[src/bus_matrix_params.svh]
// Offsets, field positions, reset values and counts of the bus matrix configuration block
`ifndef BUS_MATRIX_PARAMS_SVH
`define BUS_MATRIX_PARAMS_SVH

`define BMC_ADDR_W 12
`define BMC_OFS_CONFIG 12'h000
`define BMC_OFS_INT_STATUS 12'h004
`define BMC_OFS_INT_CLEAR 12'h008
`define BMC_OFS_INT_ENABLE 12'h00C
`define BMC_OFS_STATE 12'h010

`define BMC_NUM_INIT 5
`define BMC_BIT_ERR_CPU_INSTR 16
`define BMC_BIT_ERR_CPU_DATA 17
`define BMC_BIT_ERR_DMA 18
`define BMC_BIT_ERR_DEBUG 19
`define BMC_BIT_ERR_SHARED 20
`define BMC_BIT_WAIT 6
`define BMC_ARB_HI 2
`define BMC_ARB_LO 0

`define BMC_CONFIG_RESET 32'h001F0041
`define BMC_CONFIG_WMASK 32'h001F0047
`define BMC_ARB_MODE0 3'h0
`define BMC_ARB_MODE1 3'h1
`define BMC_ARB_MODE2 3'h2

`define BMC_IDX_CPU_INSTR 0
`define BMC_IDX_CPU_DATA 1

`endif

[src/bus_matrix_pkg.sv]
// Types shared by the bus matrix configuration modules
package bus_matrix_pkg;
  typedef enum logic [1:0] {
    ARB_IDLE = 2'b00,
    ARB_BUSY = 2'b01
  } arb_state_t;
  typedef logic [4:0] init_vec_t;
endpackage

[src/err_gate_if.sv]
// Carrier between the configuration block and its bus error gate
`timescale 1ns/10ps
interface err_gate_if;
  logic [4:0] err_en;
  logic [4:0] unmapped;
  logic debug_mode;
  logic [4:0] bus_err;
  modport cfg (output err_en, output unmapped, output debug_mode, input bus_err);
  modport gate (input err_en, input unmapped, input debug_mode, output bus_err);
endinterface

[src/bus_err_gate.sv]
// Per-initiator bus error gating of unmapped-address accesses
`timescale 1ns/10ps
`include "bus_matrix_params.svh"
module bus_err_gate (
  input wire logic pclk,
  input wire logic presetn,
  err_gate_if.gate eg
);
  logic [4:0] bus_err_r;
  logic [4:0] bus_err_nxt;

  always_comb begin
    bus_err_nxt = eg.unmapped & eg.err_en; // RULE1 RULE2 RULE3
    // CPU ports are exempt while halted in debug
    if (eg.debug_mode) begin
      bus_err_nxt[`BMC_IDX_CPU_INSTR] = 1'b0; // RULE5
      bus_err_nxt[`BMC_IDX_CPU_DATA] = 1'b0; // RULE4
    end
  end

  always_ff @(posedge pclk or negedge presetn) begin
    if (!presetn) begin
      bus_err_r <= 5'h00;
    end else begin
      bus_err_r <= bus_err_nxt;
    end
  end

  assign eg.bus_err = bus_err_r;
endmodule // bus_err_gate

[src/bus_matrix_config.sv]
// Bus matrix configuration register, arbiter and bus error events over APB
`timescale 1ns/10ps
`include "bus_matrix_params.svh"

// Summary of operation
// RULE1 - Bit 20 enables shared bus errors
// RULE2 - Bit 19 enables debug unit errors
// RULE3 - Bit 18 enables DMA errors
// RULE4 - Bit 17 CPU data errors, off in debug
// RULE5 - Bit 16 CPU fetch errors, off in debug
// RULE6 - All five error enables reset to one
// RULE7 - Bit 6 adds one RAM wait state
// RULE8 - Bits 2:0 pick mode 0/1/2, default 1
// RULE9 - Software avoids reserved codes 011 to 111
// RULE10 - Unimplemented bits read zero, ignore writes
// RULE11 - New settings apply only to later transactions; the error enables apply from the next access
module bus_matrix_config #(
  parameter int NUM_INIT = `BMC_NUM_INIT
) (
  input wire logic pclk,
  input wire logic presetn,
  input wire logic psel,
  input wire logic penable,
  input wire logic pwrite,
  input wire logic [31:0] paddr,
  input wire logic [31:0] pwdata,
  input wire logic [3:0] pstrb,
  output logic [31:0] prdata,
  output logic pready,
  output logic pslverr,
  input wire logic [NUM_INIT-1:0] req,
  input wire logic txn_done,
  input wire logic [NUM_INIT-1:0] unmapped,
  input wire logic debug_mode,
  output logic [NUM_INIT-1:0] grant,
  output logic ram_wait_state,
  output logic [2:0] arbitration_mode,
  output logic [NUM_INIT-1:0] bus_err,
  output logic irq
);

  // Lowest set bit wins; reused by every arbitration mode
  function automatic bus_matrix_pkg::init_vec_t pick_lowest(input bus_matrix_pkg::init_vec_t r);
    bus_matrix_pkg::init_vec_t g;
    g = 5'h00;
    for (int i = NUM_INIT - 1; i >= 0; i--) begin
      if (r[i]) begin
        g = 5'h00;
        g[i] = 1'b1;
      end
    end
    return g;
  endfunction

  // Mirror lets mode 1 reuse the lowest-first picker
  function automatic bus_matrix_pkg::init_vec_t reverse(input bus_matrix_pkg::init_vec_t v);
    bus_matrix_pkg::init_vec_t o;
    o = 5'h00;
    for (int i = 0; i < NUM_INIT; i++) begin
      o[i] = v[NUM_INIT - 1 - i];
    end
    return o;
  endfunction

  // Rotate right by n so that index n lands at bit 0
  function automatic bus_matrix_pkg::init_vec_t rot_right(input bus_matrix_pkg::init_vec_t v,
                                                          input logic [2:0] n);
    bus_matrix_pkg::init_vec_t o;
    o = 5'h00;
    for (int i = 0; i < NUM_INIT; i++) begin
      o[i] = v[(i + int'(n)) % NUM_INIT];
    end
    return o;
  endfunction

  // Undoes rot_right, winner back in place
  function automatic bus_matrix_pkg::init_vec_t rot_left(input bus_matrix_pkg::init_vec_t v,
                                                         input logic [2:0] n);
    bus_matrix_pkg::init_vec_t o;
    o = 5'h00;
    for (int i = 0; i < NUM_INIT; i++) begin
      o[(i + int'(n)) % NUM_INIT] = v[i];
    end
    return o;
  endfunction

  // One-hot to index for the round-robin memory
  function automatic logic [2:0] vec_index(input bus_matrix_pkg::init_vec_t v);
    logic [2:0] k;
    k = 3'h0;
    for (int i = 0; i < NUM_INIT; i++) begin
      if (v[i]) begin
        k = 3'(i);
      end
    end
    return k;
  endfunction

  // Register storage
  logic [31:0] config_r;
  logic [NUM_INIT-1:0] int_status_r;
  logic [NUM_INIT-1:0] int_enable_r;

  // APB answer
  logic [31:0] prdata_r;
  logic pready_r;
  logic pslverr_r;
  logic [31:0] rdata_nxt;
  logic addr_hit;

  // Arbiter state
  bus_matrix_pkg::arb_state_t state_r;
  bus_matrix_pkg::arb_state_t state_nxt;
  logic [NUM_INIT-1:0] grant_r;
  logic [NUM_INIT-1:0] grant_nxt;
  logic [2:0] last_idx_r;
  logic [2:0] arb_mode_eff_r;
  logic wait_eff_r;
  logic irq_r;

  logic setup_phase;
  logic wr_commit;
  logic [11:0] word_addr;
  logic [31:0] wmask_bytes;
  logic [NUM_INIT-1:0] err_events;

  err_gate_if eg ();

  assign word_addr = paddr[11:0];
  assign setup_phase = psel && !penable;
  // Write lands only at the edge where the access phase is answered
  assign wr_commit = psel && penable && pready_r && pwrite && !pslverr_r;

  // Byte lanes of the write
  always_comb begin
    wmask_bytes = {{8{pstrb[3]}}, {8{pstrb[2]}}, {8{pstrb[1]}}, {8{pstrb[0]}}};
  end

  // Address decode and read mux
  always_comb begin
    addr_hit = 1'b1;
    rdata_nxt = 32'h00000000;
    if (paddr[31:12] != 20'h00000 || paddr[1:0] != 2'h0) begin
      addr_hit = 1'b0;
    end else begin
      case (word_addr)
        `BMC_OFS_CONFIG: begin
          rdata_nxt = config_r & `BMC_CONFIG_WMASK; // RULE10
        end
        `BMC_OFS_INT_STATUS: begin
          rdata_nxt[NUM_INIT-1:0] = int_status_r;
        end
        `BMC_OFS_INT_CLEAR: begin
          // Write-only: reads as zero
          rdata_nxt = 32'h00000000;
        end
        `BMC_OFS_INT_ENABLE: begin
          rdata_nxt[NUM_INIT-1:0] = int_enable_r;
        end
        `BMC_OFS_STATE: begin
          rdata_nxt[2:0] = arb_mode_eff_r;
          rdata_nxt[3] = wait_eff_r;
          rdata_nxt[4] = (state_r == bus_matrix_pkg::ARB_BUSY);
          rdata_nxt[5] = debug_mode;
          rdata_nxt[12:8] = grant_r;
        end
        default: begin
          addr_hit = 1'b0;
        end
      endcase
    end
  end

  // Zero-wait slave: answer prepared in setup, shown for the one access cycle
  always_ff @(posedge pclk or negedge presetn) begin
    if (!presetn) begin
      pready_r <= 1'b0;
      pslverr_r <= 1'b0;
      prdata_r <= 32'h00000000;
    end else begin
      if (setup_phase) begin
        pready_r <= 1'b1;
        pslverr_r <= !addr_hit;
        prdata_r <= (!pwrite && addr_hit) ? rdata_nxt : 32'h00000000;
      end else begin
        pready_r <= 1'b0;
        pslverr_r <= 1'b0;
        prdata_r <= 32'h00000000;
      end
    end
  end

  // Configuration register
  always_ff @(posedge pclk or negedge presetn) begin
    if (!presetn) begin
      config_r <= `BMC_CONFIG_RESET; // RULE6 RULE7 RULE8
    end else if (wr_commit && word_addr == `BMC_OFS_CONFIG) begin
      // Reserved codes are stored as written; grants then pick the lowest index, as in mode 0
      config_r <= (config_r & ~(wmask_bytes & `BMC_CONFIG_WMASK)) |
                  (pwdata & wmask_bytes & `BMC_CONFIG_WMASK); // RULE10 RULE9
    end
  end

  // Interrupt enable register
  always_ff @(posedge pclk or negedge presetn) begin
    if (!presetn) begin
      int_enable_r <= 5'h00;
    end else if (wr_commit && word_addr == `BMC_OFS_INT_ENABLE && pstrb[0]) begin
      int_enable_r <= pwdata[NUM_INIT-1:0];
    end
  end

  // Sticky status: a new error beats a clear in the same cycle
  always_ff @(posedge pclk or negedge presetn) begin
    if (!presetn) begin
      int_status_r <= 5'h00;
    end else begin
      if (wr_commit && word_addr == `BMC_OFS_INT_CLEAR && pstrb[0]) begin
        int_status_r <= (int_status_r & ~pwdata[NUM_INIT-1:0]) | err_events;
      end else begin
        int_status_r <= int_status_r | err_events;
      end
    end
  end

  // Registered level, one clock behind the status bits
  always_ff @(posedge pclk or negedge presetn) begin
    if (!presetn) begin
      irq_r <= 1'b0;
    end else begin
      irq_r <= |(int_status_r & int_enable_r);
    end
  end

  // Error gate sees the live enables; a changed bit applies from the next access
  assign eg.err_en = {config_r[`BMC_BIT_ERR_SHARED], // RULE1
                      config_r[`BMC_BIT_ERR_DEBUG], // RULE2
                      config_r[`BMC_BIT_ERR_DMA], // RULE3
                      config_r[`BMC_BIT_ERR_CPU_DATA], // RULE4
                      config_r[`BMC_BIT_ERR_CPU_INSTR]}; // RULE5
  assign eg.unmapped = unmapped;
  assign eg.debug_mode = debug_mode;
  assign err_events = eg.bus_err;

  bus_err_gate u_gate (
    .pclk(pclk),
    .presetn(presetn),
    .eg(eg)
  );

  // Grant selection by the mode the transaction will run under
  always_comb begin
    bus_matrix_pkg::init_vec_t rot;
    rot = 5'h00;
    grant_nxt = 5'h00;
    case (config_r[`BMC_ARB_HI:`BMC_ARB_LO])
      `BMC_ARB_MODE0: begin
        grant_nxt = pick_lowest(req); // RULE8
      end
      `BMC_ARB_MODE1: begin
        grant_nxt = reverse(pick_lowest(reverse(req))); // RULE8
      end
      `BMC_ARB_MODE2: begin
        // Round robin: search starts just past the last winner
        rot = rot_right(req, 3'((int'(last_idx_r) + 1) % NUM_INIT));
        grant_nxt = rot_left(pick_lowest(rot), 3'((int'(last_idx_r) + 1) % NUM_INIT)); // RULE8
      end
      default: begin
        grant_nxt = pick_lowest(req);
      end
    endcase
  end

  // Busy from the grant until the done pulse
  always_comb begin
    state_nxt = state_r;
    case (state_r)
      bus_matrix_pkg::ARB_IDLE: begin
        if (|req) begin
          state_nxt = bus_matrix_pkg::ARB_BUSY;
        end
      end
      bus_matrix_pkg::ARB_BUSY: begin
        if (txn_done) begin
          state_nxt = bus_matrix_pkg::ARB_IDLE;
        end
      end
      default: begin
        state_nxt = bus_matrix_pkg::ARB_IDLE;
      end
    endcase
  end

  always_ff @(posedge pclk or negedge presetn) begin
    if (!presetn) begin
      state_r <= bus_matrix_pkg::ARB_IDLE;
    end else begin
      state_r <= state_nxt;
    end
  end

  // Grant latched at the idle edge, dropped after done
  always_ff @(posedge pclk or negedge presetn) begin
    if (!presetn) begin
      grant_r <= 5'h00;
    end else if (state_r == bus_matrix_pkg::ARB_IDLE && |req) begin
      grant_r <= grant_nxt;
    end else if (state_r == bus_matrix_pkg::ARB_BUSY && txn_done) begin
      grant_r <= 5'h00;
    end
  end

  // Round-robin memory survives the idle gap between grants
  always_ff @(posedge pclk or negedge presetn) begin
    if (!presetn) begin
      last_idx_r <= 3'(NUM_INIT - 1);
    end else if (state_r == bus_matrix_pkg::ARB_IDLE && |req) begin
      last_idx_r <= vec_index(grant_nxt);
    end
  end

  // Settings are frozen for the whole transaction
  always_ff @(posedge pclk or negedge presetn) begin
    if (!presetn) begin
      arb_mode_eff_r <= `BMC_ARB_MODE1;
      wait_eff_r <= 1'b1;
    end else if (state_r == bus_matrix_pkg::ARB_IDLE && |req) begin
      arb_mode_eff_r <= config_r[`BMC_ARB_HI:`BMC_ARB_LO]; // RULE11
      wait_eff_r <= config_r[`BMC_BIT_WAIT]; // RULE7 RULE11
    end
  end

  // Every output straight from a flip-flop
  assign prdata = prdata_r;
  assign pready = pready_r;
  assign pslverr = pslverr_r;
  assign grant = grant_r;
  assign ram_wait_state = wait_eff_r;
  assign arbitration_mode = arb_mode_eff_r;
  assign bus_err = eg.bus_err;
  assign irq = irq_r;

endmodule // bus_matrix_config

[config.mk]
export PLATFORM = sky130hd
export DESIGN_NAME = bus_matrix_config
export DESIGN_NICKNAME = d
export VERILOG_FILES = /design/src/bus_matrix_pkg.sv /design/src/err_gate_if.sv /design/src/bus_err_gate.sv /design/src/bus_matrix_config.sv
export VERILOG_INCLUDE_DIRS = /design/src
export SDC_FILE = /design/constraint.sdc
export NUM_CORES = 1
export LEC_CHECK = 0
export ABC_CLOCK_PERIOD_IN_PS = 10770
export BUFFER_PORTS_ARGS = -buffer_cell sky130_fd_sc_hd__buf_2
export CORE_MARGIN = 2
export CORE_UTILIZATION = 60
export DETAILED_ROUTE_END_ITERATION = 8
export PLACE_DENSITY = 0.91
export SLEW_MARGIN = 20
export SYNTH_ARGS = -nofsm -noshare
export SYNTH_HDL_FRONTEND = slang
export SYNTH_SLANG_ARGS = --single-unit
[constraint.sdc]
create_clock -name pclk -period 10.77 [get_ports pclk]
set_input_delay 2.6925 -clock pclk [delete_from_list [all_inputs] [get_ports pclk]]
set_output_delay 2.6925 -clock pclk [all_outputs]
set_load 0.1 [all_outputs]
==> impl_metrics.py, run 1 <==
metrics = {
    "run_status": {
        "status": "completed",
    },
    "place": {
        "dp_hpwl_um": 12700,
        "port_buffers": 95,
        "place_congestion": 0.966,
    },
    "die": {
        "die_h_um": 101,
        "dieArea_um2": 10100,
        "die_x_um": 101,
        "boundaryPins": 134,
        "std_cell_rows": 35,
        "start_util_pct": 61.2,
        "coreArea_um2": 9150,
    },
    "clocking": {
        "cts_tree": "built",
        "clkSinkCount": 57,
        "path_clk_slew_ps": 70,
        "postCtsSetupRepairBufs": 0,
        "cts_max_level": 3,
        "cts-root-buf": "clkbuf_8",
        "post_cts_resize_count": 0,
        "hold_buffers": 0,
        "clk_latency_ps": 330,
        "cts_buffers": 9,
        "cts_buffer_depth": 2,
    },
    "timing": {
        "maxSlewHeadroom_pct": 31.1,
        "setup_viol": 0,
        "fmax_mhz": 112,
        "timing.final.crit_period_ps": 8940,
        "period_share_pct": 83.0,
        "final_max_slew_viol_count": 0,
        "grt_setup_unrepaired": "false",
        "skew_ps": 5.80,
        "finalSetupTns_ps": 0,
        "hold_viol": 0,
        "tightest_slew_ps": 1020,
    },
    "global_route": {
        "grt_start_max_net_pins": 58,
        "grt_pass1_wl_um": 27800,
        "grt_util_met3_pct": 7.00,
        "use_met2_pct": 57.4,
        "grt_pass1_vias": 5876,
        "grt_util_all_layers_pct": 33.9,
        "busiest_layer": "met2",
        "antenna_found_initial": 0,
        "grt.met1_usage_pct": 41.5,
        "grt_overflow": 0,
    },
    "synthesis": {
        "synth-edff-count": 0,
        "seq_area_frac_synth_pct": 25.7,
        "syn_avg_cell_area_um2": 8.11,
        "synth.distinct_cells": 93,
        "synth_seq_cells": 57,
        "yosysWarnings": 0,
        "synthArstFlopShare_pct": 100,
        "synth_ff_type": "dfrtp_1",
        "syn-cell-area_um2": 5600,
        "synthCells": 691,
    },
    "worst_hold_path": {
        "min_to": "int_status_r[4]",
        "hp-start": "u_gate.eg.bus_err[4]",
        "min_path_cells": 1,
        "hold_path_class": "reg2reg",
    },
    "route": {
        "viasPerCell": 6.74,
        "drtPass1Iterations": 6,
        "wire_per_inst_um": 19.1,
        "drc_errors": 0,
        "drtIter0Drc": 601,
        "dr_total_vias": 5969,
        "ant_nets": 0,
        "wl_um": 16900,
    },
    "setup_path": {
        "crit_path_start_kind": "flip-flop",
        "rr_worst_depth": 25,
        "worst_r2r_endpoint": "last_idx_r[0]",
        "crit_fanout": 13,
        "crit_required_ps": 10940,
        "crit_type": "reg2reg",
        "r2r-start": "last_idx_r[0]",
        "end_kind": "flip-flop",
        "rrSetupSlack_ps": 1830,
        "arrival_ps": 9120,
    },
    "run": {
        "maxCapViolCount": 0,
    },
    "finish": {
        "diodes": 0,
        "drive_above_1_share_pct": 21.4,
        "syn2layout_area_growth_pct": 11.4,
        "layout.nets": 888,
    },
}
-- cell usage after synthesis (all sizes together), types with 12 or more instances --
cell    number  area share, %
nand2       80            5.4
nor2        52            3.5
dfrtp       47             21
inv         38            2.5
ha          34            7.6
o21ai       29            2.7
buf         27            3.3
a21oi       26            2.5
nor3        25            2.6
nand3       23            2.1
clkbuf      17            1.1
a211oi      15            2.2
and2        14            1.6
mux2        14            2.8
nor4        14            1.7
nand2b      12            1.3
nand4       12            1.3
-- metal layers --
layer / vias up / share of wire (%)
met5: - / 0
met4: 0 / 3.1
met3: 69 / 8.2
met2: 338 / 50
met1: 2848 / 39
li1: 2714 / -
-- logic make-up after synthesis --
family          after synthesis  share of synthesized area (%)
buf+inv                      85                           7.24
compound gates              189                           25.5
xor+xnor                      9                           1.41
other cells                   1                         0.0669
flops                        57                           25.7
simple gates                290                           27.1
mux                          26                           5.40
fa+ha+maj                    34                           7.59
-- layout by cell type, fill, tap and decap left out, types with 15 or more instances in the layout --
master	count
buf_2	95
nand2_1	80
nor2_1	52
dfrtp_1	47
inv_1	35
ha_1	34
a21oi_1	24
o21ai_0	24
nand3_1	23
nor3_1	22
conb_1	15
-- stage by stage --
step	cells	hold WS [ps]	worst slack (ps)	area (µm²)	utilization, %
3_5_place_dp	869	442	2080	6040	66.0
4_1_cts	885	461	2060	6240	68.2
2_1_floorplan	705	459	3800	5660	-
3_3_place_gp	869	433	2380	6040	66.0
5_1_grt	885	476	1350	6240	68.2
6_report	885	453	1830	6240	68.2
-- layout make-up --
cell class	instances	area (µm²)
clock buffers	10	128
clock inverters	6	67.6
repair buffers	98	498
fillers	713	2910
multi-input cells	563	3820
inverters	40	150
flip-flops and latches	57	1440
well taps	111	139
-- worst max path at each step --
stage             startpoint             to  slack, ps  cells after the start
2_1_floorplan  last_idx_r[0]  last_idx_r[0]       3800                     29
3_3_place_gp   last_idx_r[0]  last_idx_r[0]       2380                     25
3_5_place_dp   last_idx_r[0]  last_idx_r[0]       2080                     25
4_1_cts        last_idx_r[0]  last_idx_r[0]       2060                     27
5_1_grt        last_idx_r[0]  last_idx_r[0]       1350                     25
6_report       last_idx_r[0]  last_idx_r[0]       1830                     25
-- worst max-delay path, cell delays in order, from the launching register on --
cell and delay (ps):
dfrtp_1 530, nand3_1 460, clkinv_1 420, ha_1 410
nand2b_1 180, o31a_1 350, nor3_2 670, ha_1 590
clkinv_1 440, ha_1 390, or2_0 350, nor2_1 180
o211ai_1 180, and3_1 250, xnor2_1 140, ha_1 280
or4_1 530, a211oi_1 240, nor3_1 120, o2bb2ai_1 430
nand3_1 330, and3_1 310, or4_1 540, o211a_2 170
a21oi_2 170, o22ai_1 80
Power of run 1 is left out: the tool's default activity adds up to more than one toggle a clock period on the data nets, which glitch-free logic cannot reach.
==> inputs of run 2 (changes only) <==
ABC_AREA = 1   (was not set)
ABC_CLOCK_PERIOD_IN_PS = 8300   (was 10770)
CORE_UTILIZATION = 54   (was 60)
PLACE_DENSITY = 0.84   (was 0.91)
clock period = 8.3 ns   (was 10.77 ns; I/O delays follow)
==> run 2 against run 1 <==
  * Synthesized area fell by 8.4%
  * Via count shrank 15%
  * Register-to-register slack improved by 610 ps
  * Global-route usage fell by 9.8 points
  * Routed wire length decreased by 29%
  * Maximum frequency grew 53%
  * First-iteration DRC count fell by 50%
==> impl_metrics.py, run 2 <==
metrics = {
    "synthesis": {
        "seq_area_frac_synth_pct": 28.0,
        "synth-edff-count": 0,
        "synth-xor-area-share_pct": 2.24,
        "yosysTopAreaCellShare_pct": 22.9,
        "syn_avg_cell_area_um2": 6.93,
        "synth_top_family_by_area": "simple AND/OR/NAND/NOR gates",
        "yosysWarnings": 0,
        "synthCells": 741,
        "ys_top_cells_by_area": "dfrtp_1, nand2_1, inv_1",
        "synth_ff_type": "dfrtp_1",
        "synth.distinct_cells": 51,
        "synthAdderAreaFrac_pct": 8.28,
        "synthSimpleGateAreaFrac_pct": 36.2,
        "yosys.cell_count.top_type": "nand2_1",
        "syn-cell-area_um2": 5130,
        "synthArstFlopShare_pct": 100,
        "synth_top_cell_by_area": "dfrtp_1",
        "yosys-mux-area-fraction_pct": 0.877,
        "netlist_top_cells_count": "nand2_1, inv_1, nor2_1",
        "synth_seq_cells": 57,
        "synth_compound_area_share_pct": 12.2,
    },
    "clocking": {
        "cts_buffers": 9,
        "post_cts_resize_count": 0,
        "cts-root-buf": "clkbuf_8",
        "hold_buffers": 0,
        "clk_latency_ps": 340,
        "cts_buffer_depth": 2,
        "cts_max_level": 3,
        "path_clk_slew_ps": 70,
        "cts_tree": "built",
        "postCtsSetupRepairBufs": 0,
        "clkSinkCount": 57,
    },
    "setup_path": {
        "crit_top_cell": "nand2_1",
        "crit_path_start_kind": "flip-flop",
        "crit_type": "reg2reg",
        "cp_slowest_cell": "dfrtp_1",
        "crit_required_ps": 8530,
        "end_kind": "flip-flop",
        "rr_worst_depth": 42,
        "arrival_ps": 6090,
        "r2r-start": "last_idx_r[0]",
        "rrSetupSlack_ps": 2440,
        "crit_fanout": 10,
        "worst_r2r_endpoint": "last_idx_r[1]",
        "critPathMaxStageDelay_ps": 480,
    },
    "die": {
        "dieArea_um2": 10300,
        "die_x_um": 102,
        "coreArea_um2": 9240,
        "std_cell_rows": 35,
        "die_h_um": 102,
        "boundaryPins": 134,
        "start_util_pct": 55.6,
    },
    "timing": {
        "hold_viol": 0,
        "skew_ps": 9.61,
        "tightest_slew_ps": 675,
        "maxSlewHeadroom_pct": 55.0,
        "grt_setup_unrepaired": "false",
        "fmax_mhz": 171,
        "period_share_pct": 70.6,
        "finalSetupTns_ps": 0,
        "setup_viol": 0,
        "final_max_slew_viol_count": 0,
        "timing.final.crit_period_ps": 5860,
    },
    "global_route": {
        "antenna_found_initial": 0,
        "grt_start_max_net_pins": 58,
        "grt_pass1_wl_um": 20100,
        "grt_pass1_vias": 4470,
        "grt_util_all_layers_pct": 24.0,
        "grt_overflow": 0,
    },
    "finish": {
        "drive_above_1_share_pct": 23.6,
        "diodes": 0,
        "mostFrequentLayoutCell": "nand2_1",
        "final_cell_mix": "nand2_1, inv_1, buf_2, nor2_1, nand3_1",
        "syn2layout_area_growth_pct": 14.9,
        "layout.nets": 962,
        "finalInstanceArea_um2": 5900,
    },
    "worst_hold_path": {
        "hp-start": "u_gate.eg.bus_err[1]",
        "min_to": "int_status_r[1]",
        "min_path_cells": 2,
        "hold_path_class": "reg2reg",
    },
    "place": {
        "dpl-instance-area_um2": 5700,
        "dp_hpwl_um": 9650,
        "place_congestion": 0.931,
        "port_buffers": 95,
    },
    "route": {
        "wl_um": 12100,
        "drtPass1Iterations": 5,
        "dr_total_vias": 5065,
        "drc_errors": 0,
        "ant_nets": 0,
        "wire_per_inst_um": 12.4,
        "viasPerCell": 5.18,
        "drtIter0Drc": 299,
    },
    "run": {
        "maxCapViolCount": 0,
    },
    "run_status": {
        "status": "completed",
    },
}
==> run 2: cell types whose count changed in the layout (fill, tap and decap cells not counted), sizes merged, moves of 10 or more <==
cell and change:
o21ai +19, mux2i -10, and3 -11, inv +90, o31ai -10, nand2 +126
mux2 -10, a211oi -15, nand2b -12, nand3 +35, and2 -12
==> run 2: through the flow <==
stage	setup WS, ps	std cells	hold WS [ps]	util, %
2_1_floorplan	3190	755	459	-
3_3_place_gp	2530	961	438	61.7
3_5_place_dp	2450	961	444	61.7
5_1_grt	1760	977	493	63.9
6_report	2440	977	460	63.9
4_1_cts	2430	977	462	63.9
==> run 2: worst max-delay path, delay by kind of cell (launching register included) <==
family | cells | cell delay (ps)
xor gates and xnor gates | 2 | 630
buffers and inverters | 11 | 650
and+or+nand+nor | 18 | 1540
adders and majority gates | 6 | 1610
AOI/OAI and AO/OA | 5 | 780
DFF | 1 | 480
==> run 2: per-layer routing <==
layer | up-vias | part of all wire [%] | GRT usage (%) | wire [µm]
met5 | - | 0 | 0 | 0
met4 | 0 | 0.70 | 4.57 | 85
met3 | 9 | 7.9 | 6.21 | 959
met2 | 169 | 46 | 37.1 | 5510
met1 | 2320 | 46 | 34.4 | 5520
li1 | 2567 | - | - | -
==> run 2: cells by family after synthesis <==
family | count (synthesis)
and+or+nand+nor | 385
buffers and inverters | 151
AOI/OAI and AO/OA | 101
DFF | 57
adders and majority gates | 34
xor gates and xnor gates | 8
muxes | 4
other | 1
==> run 2: how the worst max path moves through the flow <==
| stage | from | endpoint |
|---|---|---|
| 6_report | last_idx_r[0] | last_idx_r[1] |
| 5_1_grt | last_idx_r[0] | last_idx_r[0] |
| 4_1_cts | last_idx_r[0] | last_idx_r[1] |
| 3_5_place_dp | last_idx_r[0] | last_idx_r[1] |
| 3_3_place_gp | last_idx_r[0] | last_idx_r[0] |
| 2_1_floorplan | last_idx_r[0] | last_idx_r[0] |
==> run 2: cell type report <==
| class | instances | area [µm²] |
|---|---|---|
| clock buffers | 10 | 128 |
| clock inverters | 6 | 68.8 |
| fillers | 867 | 3340 |
| inverters | 132 | 495 |
| multi-input cells | 547 | 3130 |
| flip-flops and latches | 57 | 1440 |
| well taps | 129 | 161 |
| repair buffers | 96 | 483 |
Power of run 2 is left out for the same reason.
